==> src/flash_pkg.sv <==
// Package for the on-chip program memory access controller and its CPU end.
// Assumes one system clock; shared by both ends, the checker and the testbench.
package flash_pkg;
  localparam logic [23:0] FLASH_END = 24'h04ffff;
  localparam logic [23:0] RESV_END = 24'h07ffff;
  localparam logic [23:0] SVC_BASE = 24'h080000;
  localparam logic [23:0] SVC_END = 24'h08ffff;
  localparam logic [23:0] SEG1_BASE = 24'h010000;
  localparam logic [23:0] LOW32K_END = 24'h007fff;
  localparam logic [23:0] HOLE_END = 24'h017fff;
  localparam logic [23:0] TEST_END = 24'h001fff;
  localparam logic [23:0] REG_CR0L = 24'h080000;
  localparam logic [23:0] REG_CR0H = 24'h080002;
  localparam logic [23:0] REG_CR1L = 24'h080004;
  localparam logic [23:0] REG_CR1H = 24'h080006;
  localparam logic [23:0] REG_DR0L = 24'h080008;
  localparam logic [23:0] REG_DR0H = 24'h08000a;
  localparam logic [23:0] REG_DR1L = 24'h08000c;
  localparam logic [23:0] REG_DR1H = 24'h08000e;
  localparam logic [23:0] REG_ARL = 24'h080010;
  localparam logic [23:0] REG_ARH = 24'h080012;
  localparam logic [23:0] REG_ER = 24'h080014;
  localparam logic [23:0] REG_NVWP = 24'h08dfb0;
  localparam logic [23:0] REG_NVWP_MIR = 24'h08dfb4;
  localparam logic [23:0] REG_NVAP0 = 24'h08dfb8;
  localparam logic [23:0] REG_NVAP1L = 24'h08dfbc;
  localparam logic [23:0] REG_NVAP1H = 24'h08dfbe;
  localparam logic [23:0] REG_TUNPROT = 24'h00eb50;
  localparam int BIT_LOCK = 4;
  localparam int BIT_BUSY = 1;
  localparam int BIT_START = 15;
  localparam int BIT_SUSP = 14;
  localparam logic [15:0] REG_RESET = 16'h0000;
  localparam logic [15:0] TRAP_CODE = 16'h009b;
  localparam logic [31:0] INVALID_WORD = 32'hffffffff;
  localparam logic [15:0] INVALID_HALF = 16'hffff;
  localparam int OP_CYCLES = 16;
  localparam int WAKE_CYCLES = 64;
  localparam int HOST_CMD_NONE = 0;
endpackage

==> src/flash_bus_if.sv <==
// Internal CPU bus and peripheral bus between the CPU end and the flash.
// Assumes both ends share CLK; plain synchronous single-cycle strobes.
`timescale 1ns/1ps
interface flash_bus_if;
  logic [23:0] addr;
  logic rd;
  logic wr;
  logic fetch;
  logic [1:0] be;
  logic [15:0] wdata;
  logic [31:0] rdata;
  logic trap;
  logic [15:0] trap_code;
  logic xrd;
  logic xwr;
  logic [15:0] xwdata;
  logic [15:0] xrdata;
  logic map_en;
  logic remap;
  logic boot;
  logic power_down_instr;
  logic supply_low;
  logic flash_ready;
  modport flash (input addr, rd, wr, fetch, be, wdata, xrd, xwr, xwdata, map_en, remap,
    boot, power_down_instr, supply_low, output rdata, trap, trap_code, xrdata, flash_ready);
  modport cpu (output addr, rd, wr, fetch, be, wdata, xrd, xwr, xwdata, map_en, remap,
    boot, power_down_instr, supply_low, input rdata, trap, trap_code, xrdata, flash_ready);
endinterface

==> src/flash_ctrl.sv <==
// Flash access controller: array decode, sector mapping, register window, busy lock.
// Assumes the CPU end keeps its own bus rules; the array is a small behavioural store.
//
// Overview of operation
// - 32-bit fetch words, 16-bit register reads
// - Bus writes only reach the register area
// - Decode array, reserved hole, register space
// - One 256K bank, eight sectors, test sector
// - Normal map: sectors 0-3 low, rest high
// - Alternate map: test sector low in bootstrap only, 0-3 to segment 1
// - Bootstrap fetches show test sector at zero
// - Host programs low addresses from segment 1 in bootstrap only
// - Bootstrap entry clears segment-1 remap
// - Operation registers at 08'0000h to 08'0015h
// - Byte and halfword register access
// - Unprotect register on peripheral bus
// - Decode protection registers and mirror
// - Host sets map enable before access
// - Busy array reads give invalid, trap
// - Host runs write code outside flash
// - Host uses indirect register writes
// - Host holds register writes from start until an idle cycle
// - Supply drop aborts write, back to read
// - Power-down instruction switches module off
// - Host holds power-down from start until an idle cycle
// - Start sets lock; locked register reads invalid except REG_CR0L
// - Busy clears at end or suspend
`timescale 1ns/1ps
module flash_ctrl (
  // Clock and reset
  input wire logic CLK,
  input wire logic RST,
  // CPU side
  flash_bus_if.flash BUS,
  // Status
  output logic BUSY,
  output logic LOCKED,
  output logic POWERED
);
  import flash_pkg::*;

  localparam int MEM_WORDS = 64;
  logic [31:0] mem [MEM_WORDS];
  logic [31:0] test_mem [MEM_WORDS];
  logic [15:0] cr0h, cr1l, cr1h, dr0l, dr0h, dr1l, dr1h, arl, arh, er;
  logic [15:0] nvwp, nvap0, nvap1l, nvap1h, tunprot;
  logic busy, lock, powered, boot_q, eff_remap, remap_q, remap_hold;
  logic [7:0] op_cnt;
  logic [7:0] wake_cnt;
  logic [31:0] rdata;
  logic trap;
  logic [15:0] xrdata;
  logic [23:0] phys;
  logic is_test, in_array, in_regs;
  logic [15:0] reg_val;
  logic reg_hit;

  // Bootstrap entry forces remap low until software raises it again
  always_ff @(posedge CLK) begin
    if (RST) begin
      boot_q <= 1'b0;
      remap_q <= 1'b0;
      remap_hold <= 1'b0;
    end else begin
      boot_q <= BUS.boot;
      remap_q <= BUS.remap;
      if (BUS.boot && !boot_q) remap_hold <= 1'b1;
      else if (!BUS.boot || (BUS.remap && !remap_q)) remap_hold <= 1'b0;
    end
  end
  assign eff_remap = BUS.remap && !remap_hold && !(BUS.boot && !boot_q);

  // Logical to physical mapping; physical space is the normal read layout
  always_comb begin
    is_test = 1'b0;
    phys = BUS.addr;
    in_array = BUS.map_en && (BUS.addr <= FLASH_END);
    if (eff_remap) begin
      if (BUS.addr <= TEST_END) begin
        is_test = BUS.boot;
        in_array = BUS.map_en && BUS.boot;
      end else if (BUS.addr < SEG1_BASE) begin
        in_array = 1'b0;
      end else if (BUS.addr >= SEG1_BASE && BUS.addr <= HOLE_END) begin
        phys = BUS.addr - SEG1_BASE;
      end
    end else if (BUS.addr > LOW32K_END && BUS.addr <= HOLE_END) begin
      in_array = 1'b0;
    end
    // Bootstrap code fetches see the test sector whatever the remap
    if (BUS.boot && BUS.fetch && BUS.addr <= TEST_END) begin
      is_test = 1'b1;
      in_array = BUS.map_en;
    end
    in_regs = BUS.map_en && (BUS.addr >= SVC_BASE) && (BUS.addr <= SVC_END);
  end

  // Register window decode, 16-bit aligned halfwords
  always_comb begin
    reg_hit = 1'b1;
    unique case ({BUS.addr[23:1], 1'b0})
      REG_CR0L: reg_val = {11'h000, lock, 2'b00, busy, 1'b0};
      REG_CR0H: reg_val = cr0h;
      REG_CR1L: reg_val = cr1l;
      REG_CR1H: reg_val = cr1h;
      REG_DR0L: reg_val = dr0l;
      REG_DR0H: reg_val = dr0h;
      REG_DR1L: reg_val = dr1l;
      REG_DR1H: reg_val = dr1h;
      REG_ARL: reg_val = arl;
      REG_ARH: reg_val = arh;
      REG_ER: reg_val = er;
      REG_NVWP, REG_NVWP_MIR: reg_val = nvwp;
      REG_NVAP0: reg_val = nvap0;
      REG_NVAP1L: reg_val = nvap1l;
      REG_NVAP1H: reg_val = nvap1h;
      default: begin
        reg_val = INVALID_HALF;
        reg_hit = 1'b0;
      end
    endcase
  end

  // Byte-lane merge of a register write
  function automatic logic [15:0] merge(input logic [15:0] old, input logic [15:0] d,
                                        input logic [1:0] be);
    merge = {be[1] ? d[15:8] : old[15:8], be[0] ? d[7:0] : old[7:0]};
  endfunction

  wire reg_wr = BUS.wr && in_regs && reg_hit && !lock && powered;
  wire [23:0] wa = {BUS.addr[23:1], 1'b0};

  always_ff @(posedge CLK) begin
    if (RST) begin
      cr0h <= REG_RESET;
      cr1l <= REG_RESET;
      cr1h <= REG_RESET;
      dr0l <= REG_RESET;
      dr0h <= REG_RESET;
      dr1l <= REG_RESET;
      dr1h <= REG_RESET;
      arl <= REG_RESET;
      arh <= REG_RESET;
      nvwp <= REG_RESET;
      nvap0 <= REG_RESET;
      nvap1l <= REG_RESET;
      nvap1h <= REG_RESET;
    end else if (reg_wr) begin
      unique case (wa)
        REG_CR0H: cr0h <= merge(cr0h, BUS.wdata, BUS.be);
        REG_CR1L: cr1l <= merge(cr1l, BUS.wdata, BUS.be);
        REG_CR1H: cr1h <= merge(cr1h, BUS.wdata, BUS.be);
        REG_DR0L: dr0l <= merge(dr0l, BUS.wdata, BUS.be);
        REG_DR0H: dr0h <= merge(dr0h, BUS.wdata, BUS.be);
        REG_DR1L: dr1l <= merge(dr1l, BUS.wdata, BUS.be);
        REG_DR1H: dr1h <= merge(dr1h, BUS.wdata, BUS.be);
        REG_ARL: arl <= merge(arl, BUS.wdata, BUS.be);
        REG_ARH: arh <= merge(arh, BUS.wdata, BUS.be);
        REG_NVWP, REG_NVWP_MIR: nvwp <= merge(nvwp, BUS.wdata, BUS.be);
        REG_NVAP0: nvap0 <= merge(nvap0, BUS.wdata, BUS.be);
        REG_NVAP1L: nvap1l <= merge(nvap1l, BUS.wdata, BUS.be);
        REG_NVAP1H: nvap1h <= merge(nvap1h, BUS.wdata, BUS.be);
        default: ;
      endcase
    end else if ((busy && op_cnt == 8'd1) || BUS.supply_low || !powered) begin
      cr0h[BIT_START] <= 1'b0;
    end
  end

  // Peripheral-bus unprotect register
  always_ff @(posedge CLK) begin
    if (RST) begin
      tunprot <= REG_RESET;
      xrdata <= REG_RESET;
    end else begin
      if (BUS.xwr && BUS.addr == REG_TUNPROT) tunprot <= BUS.xwdata;
      xrdata <= (BUS.xrd && BUS.addr == REG_TUNPROT) ? tunprot : REG_RESET;
    end
  end

  wire start = reg_wr && wa == REG_CR0H && BUS.be[1] && BUS.wdata[BIT_START];

  // Operation engine: lock and busy with countdown
  always_ff @(posedge CLK) begin
    if (RST) begin
      busy <= 1'b0;
      lock <= 1'b0;
      op_cnt <= 8'd0;
    end else if (BUS.supply_low || !powered) begin
      busy <= 1'b0;
      lock <= 1'b0;
      op_cnt <= 8'd0;
    end else if (start) begin
      busy <= !BUS.wdata[BIT_SUSP];
      lock <= 1'b1;
      op_cnt <= 8'(OP_CYCLES);
    end else if (lock) begin
      busy <= !cr0h[BIT_SUSP] && op_cnt != 8'd0;
      if (!cr0h[BIT_SUSP] && op_cnt != 8'd0) op_cnt <= op_cnt - 8'd1;
      if (op_cnt == 8'd0) lock <= 1'b0;
    end
  end

  // Program commit into the store at the end of an operation
  always_ff @(posedge CLK) begin
    if (RST) begin
      er <= REG_RESET;
      // Both stores come up erased; the bus itself never writes them
      for (int i = 0; i < MEM_WORDS; i++) begin
        mem[i] <= INVALID_WORD;
        test_mem[i] <= INVALID_WORD;
      end
    end else if (busy && op_cnt == 8'd1 && !BUS.supply_low) begin
      mem[arl[7:2]] <= mem[arl[7:2]] & {dr1l, dr0l};
      er <= REG_RESET;
    end
  end

  // Power-down shuts the module, wake waits a recovery count
  always_ff @(posedge CLK) begin
    if (RST) begin
      powered <= 1'b1;
      wake_cnt <= 8'd0;
    end else if (BUS.power_down_instr) begin
      powered <= 1'b0;
      wake_cnt <= 8'(WAKE_CYCLES);
    end else if (!powered) begin
      if (wake_cnt == 8'd0) powered <= 1'b1;
      else wake_cnt <= wake_cnt - 8'd1;
    end
  end

  // Read path: one cycle after the strobe
  always_ff @(posedge CLK) begin
    if (RST) begin
      rdata <= 32'h0;
      trap <= 1'b0;
    end else begin
      trap <= 1'b0;
      rdata <= 32'h0;
      if ((BUS.rd || BUS.fetch) && in_array) begin
        if (busy || !powered) begin
          rdata <= INVALID_WORD;
          trap <= 1'b1;
        end else if (is_test) begin
          rdata <= test_mem[phys[7:2]];
        end else begin
          rdata <= mem[phys[7:2]];
        end
      end else if (BUS.rd && in_regs) begin
        if (lock && wa != REG_CR0L) begin
          rdata <= {16'h0000, INVALID_HALF};
          trap <= 1'b1;
        end else begin
          rdata <= {16'h0000, reg_val};
        end
      end
    end
  end

  assign BUS.rdata = rdata;
  assign BUS.trap = trap;
  assign BUS.trap_code = TRAP_CODE;
  assign BUS.xrdata = xrdata;
  assign BUS.flash_ready = powered;
  assign BUSY = busy;
  assign LOCKED = lock;
  assign POWERED = powered;
endmodule

==> src/flat_wrapper.sv <==
// flat-port wrapper written by rule: the top's interface ports become plain ports
module flash_ctrl_flat import flash_pkg::*;
  (CLK, RST, BUSY, LOCKED, POWERED, BUS_addr, BUS_rd, BUS_wr, BUS_fetch, BUS_be, BUS_wdata, BUS_xrd, BUS_xwr, BUS_xwdata, BUS_map_en, BUS_remap, BUS_boot, BUS_power_down_instr, BUS_supply_low, BUS_rdata, BUS_trap, BUS_trap_code, BUS_xrdata, BUS_flash_ready);
  flash_bus_if BUS_i ();
  input wire logic CLK;
  input wire logic RST;
  output logic BUSY;
  output logic LOCKED;
  output logic POWERED;
  input wire logic [$bits(BUS_i.addr)-1:0] BUS_addr;
  input wire logic [$bits(BUS_i.rd)-1:0] BUS_rd;
  input wire logic [$bits(BUS_i.wr)-1:0] BUS_wr;
  input wire logic [$bits(BUS_i.fetch)-1:0] BUS_fetch;
  input wire logic [$bits(BUS_i.be)-1:0] BUS_be;
  input wire logic [$bits(BUS_i.wdata)-1:0] BUS_wdata;
  input wire logic [$bits(BUS_i.xrd)-1:0] BUS_xrd;
  input wire logic [$bits(BUS_i.xwr)-1:0] BUS_xwr;
  input wire logic [$bits(BUS_i.xwdata)-1:0] BUS_xwdata;
  input wire logic [$bits(BUS_i.map_en)-1:0] BUS_map_en;
  input wire logic [$bits(BUS_i.remap)-1:0] BUS_remap;
  input wire logic [$bits(BUS_i.boot)-1:0] BUS_boot;
  input wire logic [$bits(BUS_i.power_down_instr)-1:0] BUS_power_down_instr;
  input wire logic [$bits(BUS_i.supply_low)-1:0] BUS_supply_low;
  output wire logic [$bits(BUS_i.rdata)-1:0] BUS_rdata;
  output wire logic [$bits(BUS_i.trap)-1:0] BUS_trap;
  output wire logic [$bits(BUS_i.trap_code)-1:0] BUS_trap_code;
  output wire logic [$bits(BUS_i.xrdata)-1:0] BUS_xrdata;
  output wire logic [$bits(BUS_i.flash_ready)-1:0] BUS_flash_ready;
  assign BUS_i.addr = BUS_addr;
  assign BUS_i.rd = BUS_rd;
  assign BUS_i.wr = BUS_wr;
  assign BUS_i.fetch = BUS_fetch;
  assign BUS_i.be = BUS_be;
  assign BUS_i.wdata = BUS_wdata;
  assign BUS_i.xrd = BUS_xrd;
  assign BUS_i.xwr = BUS_xwr;
  assign BUS_i.xwdata = BUS_xwdata;
  assign BUS_i.map_en = BUS_map_en;
  assign BUS_i.remap = BUS_remap;
  assign BUS_i.boot = BUS_boot;
  assign BUS_i.power_down_instr = BUS_power_down_instr;
  assign BUS_i.supply_low = BUS_supply_low;
  assign BUS_rdata = BUS_i.rdata;
  assign BUS_trap = BUS_i.trap;
  assign BUS_trap_code = BUS_i.trap_code;
  assign BUS_xrdata = BUS_i.xrdata;
  assign BUS_flash_ready = BUS_i.flash_ready;
  flash_ctrl u_core (.CLK(CLK), .RST(RST), .BUS(BUS_i), .BUSY(BUSY), .LOCKED(LOCKED), .POWERED(POWERED));
endmodule
==> config.mk <==
export PLATFORM = sky130hd
export DESIGN_NAME = flash_ctrl_flat
export DESIGN_NICKNAME = d
export VERILOG_FILES = /design/src/flash_pkg.sv /design/src/flash_bus_if.sv /design/src/flash_ctrl.sv /design/src/flat_wrapper.sv
export SDC_FILE = /design/constraint.sdc
export NUM_CORES = 2
export LEC_CHECK = 0
export ABC_AREA = 0
export BUFFER_PORTS_ARGS = -buffer_cell sky130_fd_sc_hd__buf_2
export CAP_MARGIN = 20
export CORE_MARGIN = 2
export CORE_UTILIZATION = 30
export CTS_BUF_LIST = sky130_fd_sc_hd__clkbuf_16
export DETAILED_ROUTE_END_ITERATION = 7
export PLACE_DENSITY = 0.41
export SLEW_MARGIN = 20
export SYNTH_ARGS = -nofsm -noshare
export SYNTH_HDL_FRONTEND = slang
export SYNTH_SLANG_ARGS = --single-unit
==> constraint.sdc <==
create_clock -name CLK -period 3.6 [get_ports CLK]
set_clock_uncertainty 0.05 [all_clocks]
set_input_delay 0.9 -clock CLK [delete_from_list [all_inputs] [get_ports CLK]]
set_output_delay 0.9 -clock CLK [all_outputs]
set_load 0.01 [all_outputs]
# After elaboration in Yosys (flattened, before gate mapping)
# Memories as Yosys holds them, arrays and structs flattened. A register that Yosys moved wholly into a read port is not among the register bits.
# Cells that the tools add are included.
# totals
register_bits	295
ram_bits	2048
input_bits	70
out_inout_bits	69
wordCells	222
memories	1
# classes
addsub	3
n_lt_le_gt_ge	8
n_eq_ne	23
muxes	54
n_bitwise	4
reduce_logical	88
# mem_list
memory	depth	width	read_ports	rd_clocked_by_memory_dff	wr	line	rtl
u_core.mem	64	32	2	1	64	flash_ctrl.sv:43	logic [31:0] mem [MEM_WORDS];
# ops
cell	n
equality test 23 x 19 -> 1 bit, second input constant	16
case mux 16 bit (15 select lines)	1
two-way mux 32 bit	5
AND reduction 3 bit	27
two-way mux 8 bit	6
bitwise AND 32 bit	1
two-way mux 16 bit	2
OR reduction 32 bit	1
two-way mux 1 bit	31
logical AND 1 bit	27
equality test 24 x 16 -> 1 bit, second input constant	1
greater-or-equal comparator 24 x 17 -> 1 bit, second input constant	1
greater-or-equal comparator 24 x 20 -> 1 bit, second input constant	1
> comparator 24 x 15 -> 1 bit, second input constant	1
<= comparator 24 x 13 -> 1 bit, second input constant	1
<= comparator 24 x 17 -> 1 bit, second input constant	1
<= comparator 24 x 19 -> 1 bit, second input constant	1
<= comparator 24 x 20 -> 1 bit, second input constant	1
less-than comparator 24 x 17 -> 1 bit, second input constant	1
subtractor 8 x 1 -> 8 bit, second input constant	3
inequality test 23 x 19 -> 1 bit, second input constant	1
two-way mux 7 bit	3
two-way mux 6 bit	3
logical NOT 8 bit	2
other kinds (12)	42

# Longest topological paths before layout
# depth
depth_word	12
ltp_mapped	13
ltp_nobuf	8

# Worst setup path before layout
# Ideal clock, no wire load.
# synth_path
kind	input-to-reg
start	input port BUS_addr[3]
end	register u_core.rdata[14] (netlist: u_core.BUS.rdata[14])
setup_time_ns	0.138
arrival_ns	3.244
required_ns	3.412
path_slack_ns	0.168
cell_stages	12
path_buffers	6
path_cell_list	buf_2 > buf_2 > buf_2 > buf_2 > buf_2 > buf_2 > mux2i_1 > nor4_1 > a221oi_1 > nand4_1 > nor3b_1 > o32ai_1
# synth_via
elab_chain_len	10
word_cells_on_any_way	55
cone_classes	1 x add/sub; 8 x order compare; 17 x eq/ne; 18 x mux; 10 x reduce/logical; 1 x memory
# synth_lines
element	line	rtl
start: declaration	flat_wrapper.sv:10	input wire logic [$bits(BUS_i.addr)-1:0] BUS_addr;
greater-or-equal comparator 24 x 17 -> 1 bit / <= comparator 24 x 17 -> 1 bit (equally long branches)	flash_ctrl.sv:84, flash_ctrl.sv:87	
logical AND 1 bit	flash_ctrl.sv:84	end else if (BUS.addr >= SEG1_BASE && BUS.addr <= HOLE_END) begin
two-way mux 8 bit	flash_ctrl.sv:84	
two-way mux 8 bit	flash_ctrl.sv:82	end else if (BUS.addr < SEG1_BASE) begin
two-way mux 8 bit	flash_ctrl.sv:79	if (BUS.addr <= TEST_END) begin
two-way mux 8 bit	flash_ctrl.sv:78	if (eff_remap) begin
memory (64 x 32 bit)	--	
two-way mux 32 bit	flash_ctrl.sv:245	end else if (is_test) begin
two-way mux 32 bit	flash_ctrl.sv:242	if (busy || !powered) begin
two-way mux 32 bit *	flash_ctrl.sv:241	if ((BUS.rd || BUS.fetch) && in_array) begin
end signal: assignment	flash_ctrl.sv:246	rdata <= test_mem[phys[7:2]];
end signal: assignment	flash_ctrl.sv:248	rdata <= mem[phys[7:2]];
end signal: assignment	flash_ctrl.sv:252	rdata <= {16'h0000, INVALID_HALF};
end: declaration	flash_ctrl.sv:50	logic [31:0] rdata;
# Mark *: on every way between the ends. The rest lies on a longest branch, timed or not.
# A chain may end at the register's enable or synchronous reset.

==> impl_metrics.yaml <==
run_status:
  status: "finished, violations left"
  violations: "setup timing"
logic_synthesis:
  syn-instance-count: 8172
  yosys_most_used_dff: "edfxtp_1"
  syn_area_per_cell_um2: 14.3
  async_reset_ff_share_pct: 0
  ys_ff_latch: 2349
  yosysWarnings: 0
  synth_top_area_share_pct: 52.5
  syn-cell-area_mm2: 0.117
  ys_types: 73
  synth.area.top_cells: "edfxtp_1, mux4_2, nand2_1"
  synth_edf_count: 2048
  synth_sequential_area_ratio_pct: 57.7
  yosysTopAreaCell: "edfxtp_1"
sta:
  timing.fmax_mhz: 272
  setup_slack_ns: -0.0820
  slew_headroom_pct: 22.8
  hold_viol: 0
  tns_ns: -4.96
  setup_viol: 207
  tightest_slew_ns: 1.16
  fin_crit_ns: 3.68
  timing.final.crit_share_pct: 102
  rsz0062_at_grt: "yes"
  slew_violations: 0
floorplan:
  die-height_um: 629
  initial_utilization_pct: 30.1
  core-area_mm2: 0.389
  die-area_mm2: 0.395
  die_x_um: 629
  rows: 229
  ios: 139
routing:
  wl_per_cell_um: 38.8
  drc_errors: 0
  drtPass1Iterations: 8
  drt_iter0_markers: 10600
  dr_total_vias: 82100
  detail-route-antenna-nets: 0
  wirelength_um: 555000
  viasPerCell: 5.73
global_route:
  grt_pass1_wl_um: 730000
  met2_usage_pct: 43.4
  grtUsageTotal_pct: 26.9
  gr-total-overflow: 0
  busiest_layer: "met2"
  use_met3_pct: 5.00
  grt_pass1_vias: 81200
  grtUsageMet1_pct: 34.4
  grt_start_max_net_pins: 125
  antenna_found_initial: 42
critical_path:
  cp.required_ns: 4.21
  cp-start-kind: "flop"
  crit_type: "flop to flop"
  crit_arrival_ns: 4.29
  cp-end-kind: "flop"
  cp_max_fo: 20
pwr:
  power.density_mw_per_mm2: 463
  p_leak_nw: 47.1
  ir_drop_v: 0.000381
cts:
  clk_pin_slew_ns: 0.06
  clk_path_buf_depth: 4
  ctsHoldBuffers: 0
  clkSinkCount: 2349
  cts-root-buf: "clkbuf_16"
  cts_tree: "done"
  numCtsBuffers: 292
  insertion_delay_ns: 0.95
  cts_htree_levels: 5
finish:
  design_area_mm2: 0.144
  register_area_mm2: 0.0675
  syn2layout_area_growth_pct: 23.1
  multi_input_area_mm2: 0.0467
  nFillCells: 36700
  drive_gt1_share_pct: 33.5
  mostFrequentLayoutCell: "nand2_1"
  layout_common_cells: "nand2_1, edfxtp_1, mux4_2, buf_4, mux2i_1"
  fin_nets: 8954
placement:
  port-buffer-count: 122
  gp_congestion: 0.936
  dp_hpwl_um: 373000
  placed_area_mm2: 0.133
job:
  cap_violations: 0
min_path:
  hp-class: "primary input to flop"
metal layers:
layer / vias to the layer above / part of all wire, %
met5: - / 0.039
met4: 4 / 6.6
met3: 951 / 8.3
met2: 4336 / 46
met1: 44100 / 39
li1: 32700 / -
synthesized netlist by cell type, types with 5 or more instances:
master and count:
edfxtp_1 2048, buf_2 303, inv_1 24, nor2_1 336
a222oi_1 18, dfxtp_1 301, nand4b_1 22, a22o_1 33
clkbuf_1 431, nand3_1 29, mux4_2 1098, and3_1 10
a221oi_1 24, nor3_1 73, xor2_1 7, buf_4 21
nor2b_1 20, nand2b_1 11, buf_1 93, a21oi_1 75
o211ai_1 5, and2_1 24, xnor2_1 5, o22ai_1 78
and4_1 5, nand4_1 24, nand3b_1 19, o21ai_0 19
a22oi_1 112, mux2i_1 502, or2_2 66, mux2_2 40
nor3b_1 21, nor4_2 6, nand2_1 2134, a31oi_1 5
o32ai_1 7, nor4_1 15, a31oi_4 31, a32oi_1 6
nor3_4 12
flip-flops by register name, indices dropped and copies added (netlist names), 8 cells and up, named ones only:
name	flops
u_core.dr1l	16
u_core.cr1l	16
u_core.cr1h	16
u_core.nvap1l	16
u_core.arl	16
u_core.op_cnt	8
u_core.dr0l	16
u_core.BUS.xrdata	16
u_core.mem	2048
u_core.cr0h	16
u_core.nvap1h	16
u_core.dr0h	16
u_core.wake_cnt	8
u_core.BUS.rdata	32
u_core.nvap0	16
u_core.arh	16
u_core.nvwp	16
u_core.tunprot	16
u_core.dr1h	16
critical path, stage by stage, from the launching register on:
cell and delay, ns:
dfxtp_4 0.38, buf_16 0.23, buf_12 0.22, mux4_2 0.56, mux4_2 0.53, mux2_4 0.40, a31oi_4 0.27, buf_4 0.16
buf_12 0.25, buf_12 0.17, nand2_1 0.05
stage by stage:
stage               std cells  hold slack [ns]  power (mW)  setup slack [ns]  util [%]
finish                  14300            0.162        66.8           -0.0820      37.1
global route            14300            0.161        68.3           -0.0851      37.1
CTS                     14200           0.0964        67.1           -0.0118      36.7
detailed placement      13700            0.389        37.7            -0.644      34.2
global placement        13700            0.371        37.6             -1.57      34.2
floorplan                8186            0.358        34.4             0.168         -
area by class of cell:
type / count / share of cell area, %
clock buffers: 298 / 5.17
multi-input cells: 4962 / 32.4
diodes: 8 / 0.0139
flip-flops and latches: 2349 / 46.9
inverters: 24 / 0.0625
well taps: 5197 / 4.51
clock inverters: 229 / 1.33
repair buffers: 1251 / 9.63
logic make-up (layout without fill, tap and decap cells):
logic type	Yosys count	in the layout	share of synthesized area [%]
adder cells (fa/ha/maj)	4	4	0.0427
AO/OA/AOI/OAI	445	445	3.10
flip-flops	2349	2349	57.7
other	2	24	0.00641
XOR/XNOR	12	12	0.0897
multiplexers	1640	1640	25.8
buffers and inverters	875	1802	3.21
AND/OR/NAND/NOR	2845	2845	10.1
final timing paths:
| path | startpoint | to | slack (ns) | cells after the start |
|---|---|---|---|---|
| max | flop | u_core.mem[15][27] | -0.08 | 10 |
| min reg2reg | u_core.boot_q | u_core.remap_hold | 0.39 | 1 |
| min | BUS_power_down_instr | u_core.BUS.flash_ready | 0.16 | 2 |
| max reg2reg | flop | u_core.mem[15][27] | -0.08 | 10 |
timing repair:
item	in CTS	in global routing
setup endpoints to repair	1036	919
cloned	6	24
resized for setup	49	71
buffers inserted	12	40
pin swaps	9	13
report_power, final:
| part | internal, mW | switching (mW) |
|---|---|---|
| Clock | 17.2 | 12.4 |
| Sequential | 30.7 | 0.682 |
| Combinational | 2.43 | 3.36 |
| Total | 50.3 | 16.5 |
Power figures use the tool's default switching activity.
